### src/inc/gpio_port_regs.svh
`ifndef GPIO_PORT_REGS_SVH
`define GPIO_PORT_REGS_SVH

// ****************************************************************
// register indices; byte address is four times the index
// ****************************************************************
`define PIN_LEVELS_IDX 16'h5200
`define DRIVE_LEVELS_IDX 16'h5201
`define DRIVER_ON_IDX 16'h5202
`define PULLUP_ON_IDX 16'h5203
`define IRQ_MASK_IDX 16'h5205
`define IRQ_EDGE_IDX 16'h5206
`define IRQ_PENDING_IDX 16'h5207

// ****************************************************************
// reset values
// ****************************************************************
`define DRIVE_LEVELS_RST 8'h00
`define DRIVER_ON_RST 8'h00
`define PULLUP_ON_RST 8'hff
`define IRQ_MASK_RST 8'h00
`define IRQ_EDGE_RST 8'h00
`define IRQ_PENDING_RST 8'h00

// ****************************************************************
// bus layout
// ****************************************************************
`define WB_ADR_W 18
`define WB_DAT_W 32
`define WB_SEL_W 4
`define REG_W 8
`define IDX_LSB 2
`define IDX_MSB 17

`endif

### src/inc/gpio_port_pkg.sv
`include "gpio_port_regs.svh"

package gpio_port_pkg;

    // wishbone classic request from the master
    typedef struct packed {
        logic cyc;
        logic stb;
        logic we;
        logic [`WB_ADR_W-1:0] adr;
        logic [`WB_SEL_W-1:0] sel;
        logic [`WB_DAT_W-1:0] dat;
    } wb_req_t;

    // software-held port configuration
    typedef struct packed {
        logic [`REG_W-1:0] driveLevelBits;
        logic [`REG_W-1:0] driverOnBits;
        logic [`REG_W-1:0] pullupOnBits;
        logic [`REG_W-1:0] irqAllowBits;
        logic [`REG_W-1:0] irqEdgeBits;
    } port_cfg_t;

    typedef enum logic {
        BUS_IDLE,
        BUS_ACK
    } bus_state_t;

endpackage

### src/design/port0_gpio.sv
// The Wishbone interface to the registers was left to the implementer.
`timescale 1ns/10ps
`default_nettype none

`include "gpio_port_regs.svh"

module port0_gpio #(
    parameter int WIDTH = `REG_W
) (
    // clock and reset
    input wire logic ref_clk,
    input wire logic arst_n,
    // wishbone classic slave
    input wire gpio_port_pkg::wb_req_t wbReq,
    output logic wbAck,
    output logic [`WB_DAT_W-1:0] wbRdDat,
    // port pins
    input wire logic [WIDTH-1:0] pinIn,
    output logic [WIDTH-1:0] pinOut,
    output logic [WIDTH-1:0] pinOe,
    output logic [WIDTH-1:0] pinPullup,
    // interrupt request
    output logic irqReq
);

    import gpio_port_pkg::*;

    // ****************************************************************
    // declarations
    // ****************************************************************
    bus_state_t busState_q;
    bus_state_t busState_d;
    logic [`WB_DAT_W-1:0] rdDat_q;
    logic [`WB_DAT_W-1:0] rdDat_d;
    port_cfg_t cfg_q;

    logic [15:0] wordIdx;
    logic busReq;
    logic lane0;
    logic wrCommit;
    logic [WIDTH-1:0] wrByte;

    logic hitLevels;
    logic hitDrive;
    logic hitDriverOn;
    logic hitPullup;
    logic hitMask;
    logic hitEdge;
    logic hitPending;

    logic wrDrive;
    logic wrDriverOn;
    logic wrPullup;
    logic wrMask;
    logic wrEdge;
    logic wrPending;

    logic [WIDTH-1:0] pinLevelBits;
    logic [WIDTH-1:0] edgeHit;
    logic [WIDTH-1:0] irqPendingBits;
    logic [WIDTH-1:0] clrBits;
    logic [WIDTH-1:0] rdByte;

    // ****************************************************************
    // helpers
    // ****************************************************************
    function automatic logic idxHit(
        input logic [15:0] idx,
        input logic [15:0] target
    );
        idxHit = (idx == target);
    endfunction

    function automatic logic [WIDTH-1:0] selIf(
        input logic hit,
        input logic [WIDTH-1:0] val
    );
        selIf = hit ? val : '0;
    endfunction

    // ****************************************************************
    // address decode
    // ****************************************************************
    assign wordIdx = wbReq.adr[`IDX_MSB:`IDX_LSB];
    assign busReq = wbReq.cyc & wbReq.stb;
    assign lane0 = wbReq.sel[0];
    assign wrByte = wbReq.dat[WIDTH-1:0];

    assign hitLevels = idxHit(wordIdx, `PIN_LEVELS_IDX);
    assign hitDrive = idxHit(wordIdx, `DRIVE_LEVELS_IDX);
    assign hitDriverOn = idxHit(wordIdx, `DRIVER_ON_IDX);
    assign hitPullup = idxHit(wordIdx, `PULLUP_ON_IDX);
    assign hitMask = idxHit(wordIdx, `IRQ_MASK_IDX);
    assign hitEdge = idxHit(wordIdx, `IRQ_EDGE_IDX);
    assign hitPending = idxHit(wordIdx, `IRQ_PENDING_IDX);

    // ****************************************************************
    // bus handshake: ack one cycle after the request is seen
    // ****************************************************************
    always_comb begin
        busState_d = busState_q;
        case (busState_q)
            BUS_IDLE: begin
                if (busReq) begin
                    busState_d = BUS_ACK;
                end
            end
            BUS_ACK: begin
                busState_d = BUS_IDLE;
            end
            default: begin
                busState_d = BUS_IDLE;
            end
        endcase
    end

    always_ff @(posedge ref_clk or negedge arst_n) begin
        if (!arst_n) begin
            busState_q <= BUS_IDLE;
        end else begin
            busState_q <= busState_d;
        end
    end

    assign wbAck = (busState_q == BUS_ACK) & busReq;

    // writes land on the ack edge only, through byte lane 0
    assign wrCommit = wbAck & wbReq.we & lane0;

    assign wrDrive = wrCommit & hitDrive;
    assign wrDriverOn = wrCommit & hitDriverOn;
    assign wrPullup = wrCommit & hitPullup;
    assign wrMask = wrCommit & hitMask;
    assign wrEdge = wrCommit & hitEdge;
    assign wrPending = wrCommit & hitPending;

    // ****************************************************************
    // configuration registers
    // ****************************************************************
    always_ff @(posedge ref_clk or negedge arst_n) begin
        if (!arst_n) begin
            cfg_q.driveLevelBits <= `DRIVE_LEVELS_RST;
        end else if (wrDrive) begin
            cfg_q.driveLevelBits <= wrByte;
        end
    end

    always_ff @(posedge ref_clk or negedge arst_n) begin
        if (!arst_n) begin
            cfg_q.driverOnBits <= `DRIVER_ON_RST;
        end else if (wrDriverOn) begin
            cfg_q.driverOnBits <= wrByte;
        end
    end

    always_ff @(posedge ref_clk or negedge arst_n) begin
        if (!arst_n) begin
            cfg_q.pullupOnBits <= `PULLUP_ON_RST;
        end else if (wrPullup) begin
            cfg_q.pullupOnBits <= wrByte;
        end
    end

    always_ff @(posedge ref_clk or negedge arst_n) begin
        if (!arst_n) begin
            cfg_q.irqAllowBits <= `IRQ_MASK_RST;
        end else if (wrMask) begin
            cfg_q.irqAllowBits <= wrByte;
        end
    end

    always_ff @(posedge ref_clk or negedge arst_n) begin
        if (!arst_n) begin
            cfg_q.irqEdgeBits <= `IRQ_EDGE_RST;
        end else if (wrEdge) begin
            cfg_q.irqEdgeBits <= wrByte;
        end
    end

    // ****************************************************************
    // pin sampling and edge detection
    // ****************************************************************
    gpio_edge_sense #(
        .WIDTH(WIDTH)
    ) u_edge (
        .refClk(ref_clk),
        .arst_n(arst_n),
        .pinIn(pinIn),
        .fallingSel(cfg_q.irqEdgeBits),
        .level(pinLevelBits),
        .edgeHit(edgeHit)
    );

    // ****************************************************************
    // interrupt flags and request
    // ****************************************************************
    // a one written clears, a zero leaves the flag alone
    assign clrBits = wrPending ? wrByte : '0;

    gpio_irq_flags #(
        .WIDTH(WIDTH),
        .RST_VAL(`IRQ_PENDING_RST)
    ) u_flags (
        .refClk(ref_clk),
        .arst_n(arst_n),
        .setBits(edgeHit),
        .clrBits(clrBits),
        .allowBits(cfg_q.irqAllowBits),
        .flags(irqPendingBits),
        .irq(irqReq)
    );

    // ****************************************************************
    // read path
    // ****************************************************************
    // unmapped words and index 0x5204 read as zero
    assign rdByte = selIf(hitLevels, pinLevelBits)
        | selIf(hitDrive, cfg_q.driveLevelBits)
        | selIf(hitDriverOn, cfg_q.driverOnBits)
        | selIf(hitPullup, cfg_q.pullupOnBits)
        | selIf(hitMask, cfg_q.irqAllowBits)
        | selIf(hitEdge, cfg_q.irqEdgeBits)
        | selIf(hitPending, irqPendingBits);

    assign rdDat_d = (busState_q == BUS_IDLE) && busReq && !wbReq.we ?
        {{(`WB_DAT_W-WIDTH){1'b0}}, rdByte} : rdDat_q;

    always_ff @(posedge ref_clk or negedge arst_n) begin
        if (!arst_n) begin
            rdDat_q <= 32'h0000_0000;
        end else begin
            rdDat_q <= rdDat_d;
        end
    end

    assign wbRdDat = rdDat_q;

    // ****************************************************************
    // pin drivers
    // ****************************************************************
    assign pinOut = cfg_q.driveLevelBits;
    assign pinOe = cfg_q.driverOnBits;
    assign pinPullup = cfg_q.pullupOnBits;

endmodule

`default_nettype wire

### src/design/gpio_edge_sense.sv
`timescale 1ns/10ps
`default_nettype none

module gpio_edge_sense #(
    parameter int WIDTH = 8
) (
    // clock and reset
    input wire logic refClk,
    input wire logic arst_n,
    // pins and edge choice
    input wire logic [WIDTH-1:0] pinIn,
    input wire logic [WIDTH-1:0] fallingSel,
    // synchronised level and edge pulses
    output logic [WIDTH-1:0] level,
    output logic [WIDTH-1:0] edgeHit
);

    logic [WIDTH-1:0] meta_q;
    logic [WIDTH-1:0] sync_q;
    logic [WIDTH-1:0] prev_q;
    logic [WIDTH-1:0] rise;
    logic [WIDTH-1:0] fall;
    logic [2:0] fill_q;
    logic armed;

    // ****************************************************************
    // two-flop synchroniser, then one history stage
    // ****************************************************************
    always_ff @(posedge refClk or negedge arst_n) begin
        if (!arst_n) begin
            meta_q <= '0;
            sync_q <= '0;
            prev_q <= '0;
            fill_q <= '0;
        end else begin
            meta_q <= pinIn;
            sync_q <= meta_q;
            prev_q <= sync_q;
            fill_q <= {fill_q[1:0], 1'b1};
        end
    end

    // no edges until history holds real pin samples, else pulled-up pins fake one
    assign armed = fill_q[2];

    assign rise = sync_q & ~prev_q;
    assign fall = ~sync_q & prev_q;
    assign level = sync_q;
    assign edgeHit = {WIDTH{armed}} & ((fallingSel & fall) | (~fallingSel & rise));

endmodule

`default_nettype wire

### src/design/gpio_irq_flags.sv
`timescale 1ns/10ps
`default_nettype none

module gpio_irq_flags #(
    parameter int WIDTH = 8,
    parameter logic [WIDTH-1:0] RST_VAL = '0
) (
    // clock and reset
    input wire logic refClk,
    input wire logic arst_n,
    // events, software clear and interrupt enable mask
    input wire logic [WIDTH-1:0] setBits,
    input wire logic [WIDTH-1:0] clrBits,
    input wire logic [WIDTH-1:0] allowBits,
    // flags and request
    output logic [WIDTH-1:0] flags,
    output logic irq
);

    logic [WIDTH-1:0] flags_q;
    logic [WIDTH-1:0] flags_d;

    // set wins over a clear in the same cycle
    assign flags_d = setBits | (flags_q & ~clrBits);

    always_ff @(posedge refClk or negedge arst_n) begin
        if (!arst_n) begin
            flags_q <= RST_VAL;
        end else begin
            flags_q <= flags_d;
        end
    end

    assign flags = flags_q;
    assign irq = |(flags_q & allowBits);

endmodule

`default_nettype wire

### config.mk
export PLATFORM = sky130hd
export DESIGN_NAME = port0_gpio
export DESIGN_NICKNAME = d
export VERILOG_FILES = /design/src/inc/gpio_port_pkg.sv /design/src/design/port0_gpio.sv /design/src/design/gpio_edge_sense.sv /design/src/design/gpio_irq_flags.sv
export VERILOG_INCLUDE_DIRS = /design/src /design/src/inc
export SDC_FILE = /design/constraint.sdc
export NUM_CORES = 1
export LEC_CHECK = 0
export BUFFER_PORTS_ARGS = -buffer_cell sky130_fd_sc_hd__buf_4
export CAP_MARGIN = 30
export CORE_MARGIN = 10
export CORE_UTILIZATION = 55
export DETAILED_ROUTE_END_ITERATION = 6
export GPL_TIMING_DRIVEN = 0
export PLACE_DENSITY = 0.83
export SLEW_MARGIN = 25
export SYNTH_ARGS = -nofsm -noshare
export SYNTH_HDL_FRONTEND = slang
export SYNTH_SLANG_ARGS = --single-unit
### constraint.sdc
create_clock -name ref_clk -period 4.9 [get_ports ref_clk]
set_input_delay 0.49 -clock ref_clk [delete_from_list [all_inputs] [get_ports ref_clk]]
set_output_delay 0.49 -clock ref_clk [all_outputs]
set_load 0.05 [all_outputs]
==> impl_metrics.py, run 1 <==
metrics = {
    "power": {
        "power_density_mw_per_mm2": 282,
        "p_leak_nw": 2.51,
        "internal_power_mw": 1.03,
        "netSwitchingFraction_pct": 27.2,
        "clkPwrFrac_pct": 34.5,
        "p_seq_share_pct": 51.4,
        "combPwrFrac_pct": 14.1,
        "ir_drop_uv": 209,
        "p_sw_mw": 0.385,
    },
    "critical_path": {
        "worstSetupStartpointType": "primary input",
        "cpLargestDelayFamily": "simple AND/OR/NAND/NOR gates",
        "endpoint_kind": "register",
        "required_ps": 5130,
        "critical_path_buf_inv_count": 1,
        "critPathMaxFanout": 8,
        "critPathSlowestCell": "or4_4",
        "cpPeakStageDelay_ps": 560,
        "path_cells": "buf_4, or4_4, nor2_2, nand4_2, mux2_2",
        "worst_ep_arrival_time_ps": 2370,
        "worstSetupPathType": "primary input to register",
    },
    "routing": {
        "vias_per_cell": 5.38,
        "routed-via-count": 2972,
        "drt_first_pass_iters": 4,
        "first_iter_violations": 149,
        "drt-total-wl_um": 10200,
        "ant_nets": 0,
        "wl_per_cell_um": 18.4,
        "drc_errors": 0,
    },
    "yosys": {
        "ys_warn_count": 0,
        "yosysSeqAreaShare_pct": 52.1,
        "synth_seq_cells": 84,
        "synthesis.instances": 344,
        "syn-cell-area_mm2": 0.00405,
        "synth.avg_cell_area_um2": 11.8,
        "ys_types": 45,
        "yosys.area.top_type": "dfrtp_1",
        "yosysTopAreaCellShare_pct": 46.9,
        "synth_area_leaders": "dfrtp_1, mux2_2, buf_4, dfstp_2, a221o_1",
    },
    "global_route": {
        "grt_pass1_wl_um": 16400,
        "overflow": 0,
        "grt_usage_pct": 18.3,
        "grt_pass1_vias": 3138,
        "grt_max_degree": 50,
        "antenna_found_initial": 0,
    },
    "cts": {
        "h-tree-depth": 3,
        "cts_setup_buffers": 0,
        "clock_latency_ps": 360,
        "cts_sinks": 84,
        "cts_buffers": 9,
        "cts_buffer_depth": 2,
        "ctsHoldBuffers": 0,
        "clk_pin_slew_ps": 80,
        "cts-resized-gates": 0,
        "cts_tree": "done",
        "root_buffer": "clkbuf_8",
    },
    "timing": {
        "tightest_slew_ps": 987,
        "finClkSkew_ps": 11.8,
        "fin_crit_sh_pct": 43.5,
        "setup_ws_ps": 2770,
        "timing.fmax_mhz": 469,
        "grt_setup_unrepaired": "false",
        "drv_slew": 0,
        "period_minus_slack_ps": 2130,
        "hold_violations": 0,
        "finalSetupViolCount": 0,
        "slew_headroom_pct": 33.6,
        "finalSetupTns_ps": 0,
    },
    "place": {
        "dp_cells": 537,
        "pre_cts_ws_ps": 2440,
        "place.gp.congestion": 0.892,
        "io_buffer_count": 70,
        "dpl.hpwl_um": 7310,
    },
    "final_layout": {
        "fillers": 559,
        "drive_gt1_share_pct": 45.3,
        "layoutNonFillerInstCount": 552,
        "multi_input_area_mm2": 0.00159,
        "diodes": 0,
        "final_cell_mix": "buf_4, dfrtp_1, mux2_2",
        "post-route-util_pct": 69.5,
        "nNetsFinal": 516,
        "area_delta_synth_final_pct": 23.7,
        "seq_area_mm2": 0.00211,
        "layout_commonest_cell": "buf_4",
    },
    "floorplan": {
        "die_area_mm2": 0.0112,
        "coreArea_mm2": 0.00721,
        "die_y_um": 106,
        "num_rows": 31,
        "dieWidth_um": 106,
        "initial_core_util_pct": 56.2,
        "ioPinCount": 125,
    },
    "run_status": {
        "outcome": "finished, final reports clean",
    },
    "min_path": {
        "hold_class": "primary input to async pin",
    },
    "flow_run": {
        "drv_cap": 0,
    },
}
## final timing paths
path	start	endpoint	slack, ps	cells after the start
min	arst_n	u_edge.meta_q[6]	80	1
min in group ref_clk	pinIn[2]	u_edge.meta_q[2]	230	1
min reg2reg	u_edge.meta_q[1]	u_edge.level[1]	350	0
max reg2reg	busState_q	pinOe[6]	2790	5
max	wbReq[43]	pinOe[6]	2770	5
max in group asynchronous	arst_n	pinPullup[4]	4170	2
## layout make-up
type                            instances  share of cell area [%]
Buffer                                 60                    8.13
Clock buffer                           11                    2.82
Clock inverter                          4                    1.02
Inverter                               10                   0.748
Multi-Input combinational cell        213                    31.7
Sequential cell                        84                    42.1
Tap cell                               99                    2.47
Timing Repair Buffer                   71                    11.0
## power by group through the flow
stage	Clock, mW	Sequential, mW	Combinational [mW]
3_3_place_gp	0	0.738	0.192
5_1_grt	0.526	0.728	0.212
2_1_floorplan	0	0.762	0.0985
6_report	0.488	0.726	0.199
4_1_cts	0.494	0.726	0.198
3_5_place_dp	0	0.739	0.197
## metrics by stage
stage | hold slack [ps] | power, mW | instance area (µm²)
6_report | 84.1 | 1.41 | 5020
5_1_grt | 111 | 1.47 | 5020
4_1_cts | 94.6 | 1.42 | 5020
3_5_place_dp | 335 | 0.936 | 4820
3_3_place_gp | 332 | 0.930 | 4790
2_1_floorplan | 194 | 0.861 | 4140
## kinds of logic (layout without fill, tap and decap cells)
group	Yosys count	after routing	synth area share (%)
compound gates	51	51	8.70
mux	58	58	16.2
other cells	2	25	0.185
flops	84	84	52.1
buf+inv	70	156	11.0
simple gates	79	79	11.9
## state kept, by name, summed over array words and instances, names as in the netlist
| name | flops |
|---|---|
| pinOe | 8 |
| cfg_q | 16 |
| u_edge.meta_q | 8 |
| u_flags.flags | 8 |
| pinPullup | 8 |
| u_edge.level | 8 |
| u_edge.prev_q | 8 |
| busState_q | 1 |
| wbRdDat | 8 |
| u_edge.fill_q | 3 |
| pinOut | 8 |
## synth_stat cells, drive strengths merged
library cell,instances
dfrtp,76
buf,56
mux2,50
nand2,18
nor2,15
o21ai,13
a21oi,10
inv,10
a221o,9
nor3b,9
dfstp,8
o31ai,8
mux2i,7
nand3,7
nand4,6
a22oi,5
clkbuf,4
and3,3
and3b,3
or4,3
conb,2
nor2b,2
nor4,2
o2bb2ai,2
or3b,2
a311oi,1
a31oi,1
a32oi,1
and2,1
and4,1
mux4,1
nand2b,1
nand4b,1
nand4bb,1
nor3,1
nor4bb,1
o32ai,1
or2,1
or3,1
## worst register-to-register path, cell delays in order (launching register included)
cell and delay (ps):
dfrtp_1 400, and3_1 220, and4_1 200, clkbuf_1 260, nand4_2 470, mux2_2 450
## metal layers
layer | share of wire, % | global-route usage (%)
met1 | 42 | 23.6
met3 | 8.4 | 5.42
met5 | 0 | 0
met4 | 2.9 | 8.22
met2 | 47 | 28.0
Power figures use the tool's default switching activity.
==> inputs of run 2 (changes only) <==
- ABC_AREA: unset -> 1
- CORE_UTILIZATION: 55 -> 51
- PLACE_DENSITY: 0.83 -> 0.78
- clock period: 4.9 -> 2.1 ns (I/O delays scaled with it)
==> impl_metrics.py, run 2 <==
metrics = {
    "yosys": {
        "synth_seq_cells": 84,
        "synthesis.instances": 460,
        "ys_types": 22,
        "post-synth-top-count-cell": "nand2_1",
        "synth.avg_cell_area_um2": 8.83,
        "netlist_top_cells_count": "nand2_1, dfrtp_1, nand3_1, buf_4, o21ai_1",
        "synth_area_leaders": "dfrtp_1, buf_4, nand2_1, nand3_1, o21ai_1",
        "ys.flop_type": "dfrtp_1",
        "ys_warn_count": 0,
        "yosysSeqAreaShare_pct": 52.0,
        "async_flop_share_pct": 100,
        "yosysTopAreaCellShare_pct": 46.8,
        "syn-cell-area_mm2": 0.00406,
        "synth_edf_count": 0,
        "yosys.area.top_type": "dfrtp_1",
    },
    "critical_path": {
        "required_ps": 1890,
        "worst_ep_arrival_time_ps": 1500,
        "worstSetupStartpointType": "register",
        "r2r_slack_ps": 400,
        "endpoint_kind": "output pin",
        "regToRegEndpoint": "wbRdDat[7]",
        "r2r-start": "busState_q",
        "worstSetupPathType": "register to output pin",
        "worstRegToRegCells": 5,
        "critPathMaxFanout": 3,
    },
    "cts": {
        "root_buffer": "clkbuf_8",
        "cts_tree": "done",
        "cts_buffer_depth": 2,
        "clock_latency_ps": 360,
        "clk_pin_slew_ps": 90,
        "h-tree-depth": 3,
        "cts_buffers": 9,
        "cts_sinks": 84,
        "cts_setup_buffers": 0,
    },
    "timing": {
        "finClkSkew_ps": 6.90,
        "hold_violations": 0,
        "timing.fmax_mhz": 586,
        "finalSetupTns_ps": 0,
        "grt_setup_unrepaired": "false",
        "fin_crit_sh_pct": 81.2,
        "period_minus_slack_ps": 1710,
        "drv_slew": 0,
        "finalSetupViolCount": 0,
        "setup_ws_ps": 394,
    },
    "routing": {
        "ant_nets": 0,
        "drt-total-wl_um": 10300,
        "first_iter_violations": 281,
        "wl_per_cell_um": 15.1,
        "drc_errors": 0,
        "routed-via-count": 3446,
        "drt_first_pass_iters": 5,
        "vias_per_cell": 5.05,
    },
    "global_route": {
        "overflow": 0,
        "grt_pass1_wl_um": 16500,
        "antenna_found_initial": 0,
        "grt_usage_pct": 17.5,
        "grt_pass1_vias": 3384,
        "grt_max_degree": 51,
    },
    "final_layout": {
        "fillers": 631,
        "nNetsFinal": 642,
        "multi_input_area_mm2": 0.00149,
        "diodes": 0,
        "largest_reg_flops": 16,
        "final_cell_mix": "buf_4, nand2_1, dfrtp_1",
        "seq_area_mm2": 0.00211,
        "area_delta_synth_final_pct": 26.5,
        "layout_commonest_cell": "buf_4",
        "drive_gt1_share_pct": 30.2,
        "largest_register": "cfg_q",
    },
    "power": {
        "ir_drop_uv": 541,
        "total_power_mw": 3.42,
        "p_leak_nw": 2.55,
        "power_density_mw_per_mm2": 666,
    },
    "min_path": {
        "hold_class": "primary input to register",
        "min_path_cells": 3,
        "min_to": "pinOut[6]",
        "min_from": "wbReq[6]",
    },
    "place": {
        "dpl.hpwl_um": 7880,
        "io_buffer_count": 71,
        "place.gp.congestion": 0.911,
        "pre_cts_ws_ps": 446,
    },
    "floorplan": {
        "ioPinCount": 125,
        "die_area_mm2": 0.0119,
        "die_y_um": 109,
        "initial_core_util_pct": 52.6,
        "dieWidth_um": 109,
        "num_rows": 32,
        "coreArea_mm2": 0.00773,
    },
    "flow_run": {
        "drv_cap": 0,
    },
    "run_status": {
        "outcome": "finished, final reports clean",
    },
}
run 2: cell count changes in the layout (fill, tap and decap cells not counted), sizes merged, moves of 7 or more:
cell and change:
inv +16, o21ai +51, mux2 -50, nand3 +56, a221o -9, dlygate4sd3 +9, o31ai -8, nor3b -9
nand2 +79, mux2i -7, nor2 +28
run 2: what timing repair did:
item                      in CTS  in global routing
gates resized for setup        0                  0
hold buffers                   9                  0
hold endpoints to repair      42                  0
run 2: metrics by stage:
step | area, µm² | hold slack, ps | cells | util [%]
after floorplan | 4150 | -85.6 | 483 | -
after global placement | 4810 | 319 | 656 | 62.2
after detailed placement | 4840 | 195 | 657 | 62.6
after CTS | 5140 | 187 | 682 | 66.5
after global routing | 5140 | 197 | 682 | 66.5
final | 5140 | 196 | 682 | 66.5
run 2: cells by family (layout without fill, tap and decap cells):
| family | Yosys count | in the layout | share of synthesized area (%) |
|---|---|---|---|
| DFF | 84 | 84 | 52.0 |
| buffers and inverters | 86 | 183 | 13.4 |
| AOI/OAI and AO/OA | 83 | 83 | 10.5 |
| other | 2 | 25 | 0.185 |
| and+or+nand+nor | 205 | 205 | 23.9 |
run 2: how the worst max path moves through the flow:
stage	start	end	slack [ps]	depth (start not counted)
floorplan	busState_q	wbRdDat[7]	750	5
global placement	wbReq[41]	pinOut[5]	480	8
detailed placement	wbReq[41]	pinOut[5]	450	8
CTS	u_flags.flags[5]	irqReq	380	4
global route	u_flags.flags[5]	irqReq	290	4
finish	cfg_q[9]	irqReq	390	4
run 2: layout make-up:
class / instances / area share [%]
clock buffers: 10 / 2.68
multi-input cells: 313 / 29.1
repair buffers: 81 / 12.7
clock inverters: 6 / 1.41
flip-flops and latches: 84 / 41.1
inverters: 25 / 1.83
well taps: 102 / 2.48
plain buffers: 61 / 8.75
run 2: critical path, cell delays in order, from the launching register on:
cell	delay, ps
dfrtp_1	430
a22o_1	210
a221oi_1	200
nand2_1	100
buf_4	200
run 2: report_power, final:
group          total, mW  leakage (nW)  switching [mW]  internal (mW)
Combinational      0.499          1.43           0.339          0.160
Sequential          1.71          1.02          0.0357           1.67
Clock               1.21        0.0966           0.623          0.592
run 2: layer usage:
layer,track usage [%],vias up,share of wire [%]
met2,29.0,170,48
li1,-,1665,-
met1,20.9,1584,39
met3,5.25,27,11
met5,0,-,0
met4,6.97,0,2.1
==> inputs of run 3 (changes only) <==
- CORE_UTILIZATION: 51 -> 46
- PLACE_DENSITY: 0.78 -> 0.74
- clock period: 2.1 -> 1.5 ns (I/O delays scaled with it)
==> impl_metrics.py, run 3 (synthesis results as in run 2) <==
metrics = {
    "critical_path": {
        "worstSetupStartpointType": "register",
        "r2r_slack_ps": 80,
        "worstSetupPathType": "register to output pin",
        "endpoint_kind": "output pin",
        "worst_ep_arrival_time_ps": 1500,
        "required_ps": 1350,
        "critPathMaxFanout": 3,
    },
    "final_layout": {
        "drive_gt1_share_pct": 31.5,
        "post-route-util_pct": 60.7,
        "layoutNonFillerInstCount": 695,
        "nNetsFinal": 649,
        "area_delta_synth_final_pct": 29.8,
        "largest_reg_flops": 16,
        "layout_commonest_cell": "buf_4",
        "final_cell_mix": "buf_4, nand2_1, dfrtp_1",
        "diodes": 0,
        "largest_register": "cfg_q",
    },
    "routing": {
        "drt_first_pass_iters": 5,
        "drt-met1-wl_um": 4130,
        "met3_length_um": 1030,
        "drc_errors": 0,
        "dr.max_layer_used": "met4",
        "drt-total-wl_um": 10400,
        "first_iter_violations": 247,
        "ant_nets": 0,
        "wl_per_cell_um": 15.0,
        "routed-via-count": 3480,
        "dr_wl_met2_um": 5010,
        "vias_per_cell": 5.01,
    },
    "floorplan": {
        "initial_core_util_pct": 46.8,
        "ioPinCount": 125,
        "die_y_um": 114,
        "num_rows": 34,
        "die_area_mm2": 0.0130,
        "dieWidth_um": 114,
        "coreArea_mm2": 0.00868,
    },
    "timing": {
        "drv_slew": 0,
        "grt_setup_unrepaired": "true",
        "finalSetupViolCount": 1,
        "tightest_slew_ps": 517,
        "finClkSkew_ps": 9.05,
        "slew_headroom_pct": 65.5,
        "fin_crit_sh_pct": 110,
        "timing.fmax_mhz": 606,
        "period_minus_slack_ps": 1650,
        "setup_ws_ps": -150,
        "hold_violations": 0,
    },
    "cts": {
        "cts_tree": "done",
        "h-tree-depth": 3,
        "cts_sinks": 84,
        "cts_buffers": 9,
        "cts_buffer_depth": 2,
        "clk_pin_slew_ps": 90,
        "root_buffer": "clkbuf_8",
        "clock_latency_ps": 360,
    },
    "global_route": {
        "antenna_found_initial": 0,
        "overflow": 0,
        "grt_max_degree": 45,
        "grt_usage_pct": 16.1,
        "grt_pass1_vias": 3477,
        "grt_pass1_wl_um": 17100,
    },
    "power": {
        "p_leak_nw": 2.62,
        "internal_power_mw": 3.53,
        "combPwrFrac_pct": 14.1,
        "netSwitchingFraction_pct": 28.7,
        "clkPwrFrac_pct": 37.6,
        "ir_drop_uv": 834,
        "power_density_mw_per_mm2": 941,
        "p_sw_mw": 1.42,
        "p_seq_share_pct": 48.3,
    },
    "flow_run": {
        "drv_cap": 0,
    },
    "place": {
        "dpl.hpwl_um": 7850,
        "io_buffer_count": 71,
        "dp_cells": 663,
        "pre_cts_ws_ps": -104,
        "place.gp.congestion": 0.881,
    },
    "run_status": {
        "violations": "negative setup slack",
        "outcome": "finished with violations",
    },
    "min_path": {
        "hold_class": "primary input to register",
    },
}
run 3: cell count changes in the layout (fill, tap and decap cells not counted), moves of 2 or more:
| cell | delta |
|---|---|
| buf_4 | +5 |
| buf_6 | +4 |
| buf_2 | -3 |
| clkinvlp_4 | -3 |
| buf_12 | +2 |
| inv_6 | +2 |
| nand3_4 | +2 |
run 3: repair_timing:
action / CTS / global route
setup buffers: 5 / 1
gates resized for setup: 8 / 6
cloned: 0 / 1
pin swaps: 3 / 1
hold buffers: 9 / 0
setup endpoints to repair: 12 / 47
hold endpoints to repair: 48 / 0
run 3: power groups by stage:
| stage | clock network (mW) | logic [mW] | registers (mW) |
|---|---|---|---|
| final | 1.86 | 0.700 | 2.39 |
| after global routing | 1.98 | 0.748 | 2.40 |
| after CTS | 1.89 | 0.698 | 2.39 |
| after detailed placement | 0 | 0.675 | 2.44 |
| after global placement | 0 | 0.655 | 2.43 |
| after floorplan | 0 | 0.294 | 2.57 |
run 3: layout make-up:
class | count | area, µm²
sequential | 84 | 2110
clock inverter | 7 | 106
multi-input combinational | 313 | 1520
clock buffer | 9 | 124
buffer | 61 | 470
tap | 108 | 135
inverter | 25 | 93.8
timing repair buffer | 88 | 709
fill | 744 | 3410
run 3: per-layer routing:
| layer | up-vias | GRT usage, % |
|---|---|---|
| li1 | 1687 | - |
| met5 | - | 0 |
| met2 | 176 | 25.8 |
| met3 | 25 | 4.78 |
| met1 | 1592 | 19.0 |
| met4 | 0 | 8.35 |
run 3: critical path: stages, from the launching register on:
cell and delay, ps:
dfrtp_1 420, a22o_1 220, a221oi_2 180, nand2_1 140
buf_6 180
run 3: final timing paths:
kind                                        from          endpoint  cells past startpoint
worst min register to register  u_edge.fill_q[0]  u_edge.fill_q[1]                      0
max in group asynchronous                 arst_n      pinPullup[3]                      3
worst max-delay path                    cfg_q[9]            irqReq                      4
min in group asynchronous                 arst_n          cfg_q[5]                      2
worst max register to register        busState_q         cfg_q[13]                      7
worst min-delay path                   wbReq[56]        busState_q                      3
run 3: stage by stage:
stage / cell area [µm²] / hold slack, ps / total power, mW / TNS (ps)
final: 5270 / 95.2 / 4.96 / -150
after floorplan: 4150 / -146 / 2.86 / 0
after global placement: 4820 / 259 / 3.09 / -319
after CTS: 5240 / 87.1 / 4.98 / -175
after detailed placement: 4840 / 168 / 3.11 / -967
after global routing: 5270 / 114 / 5.14 / -212
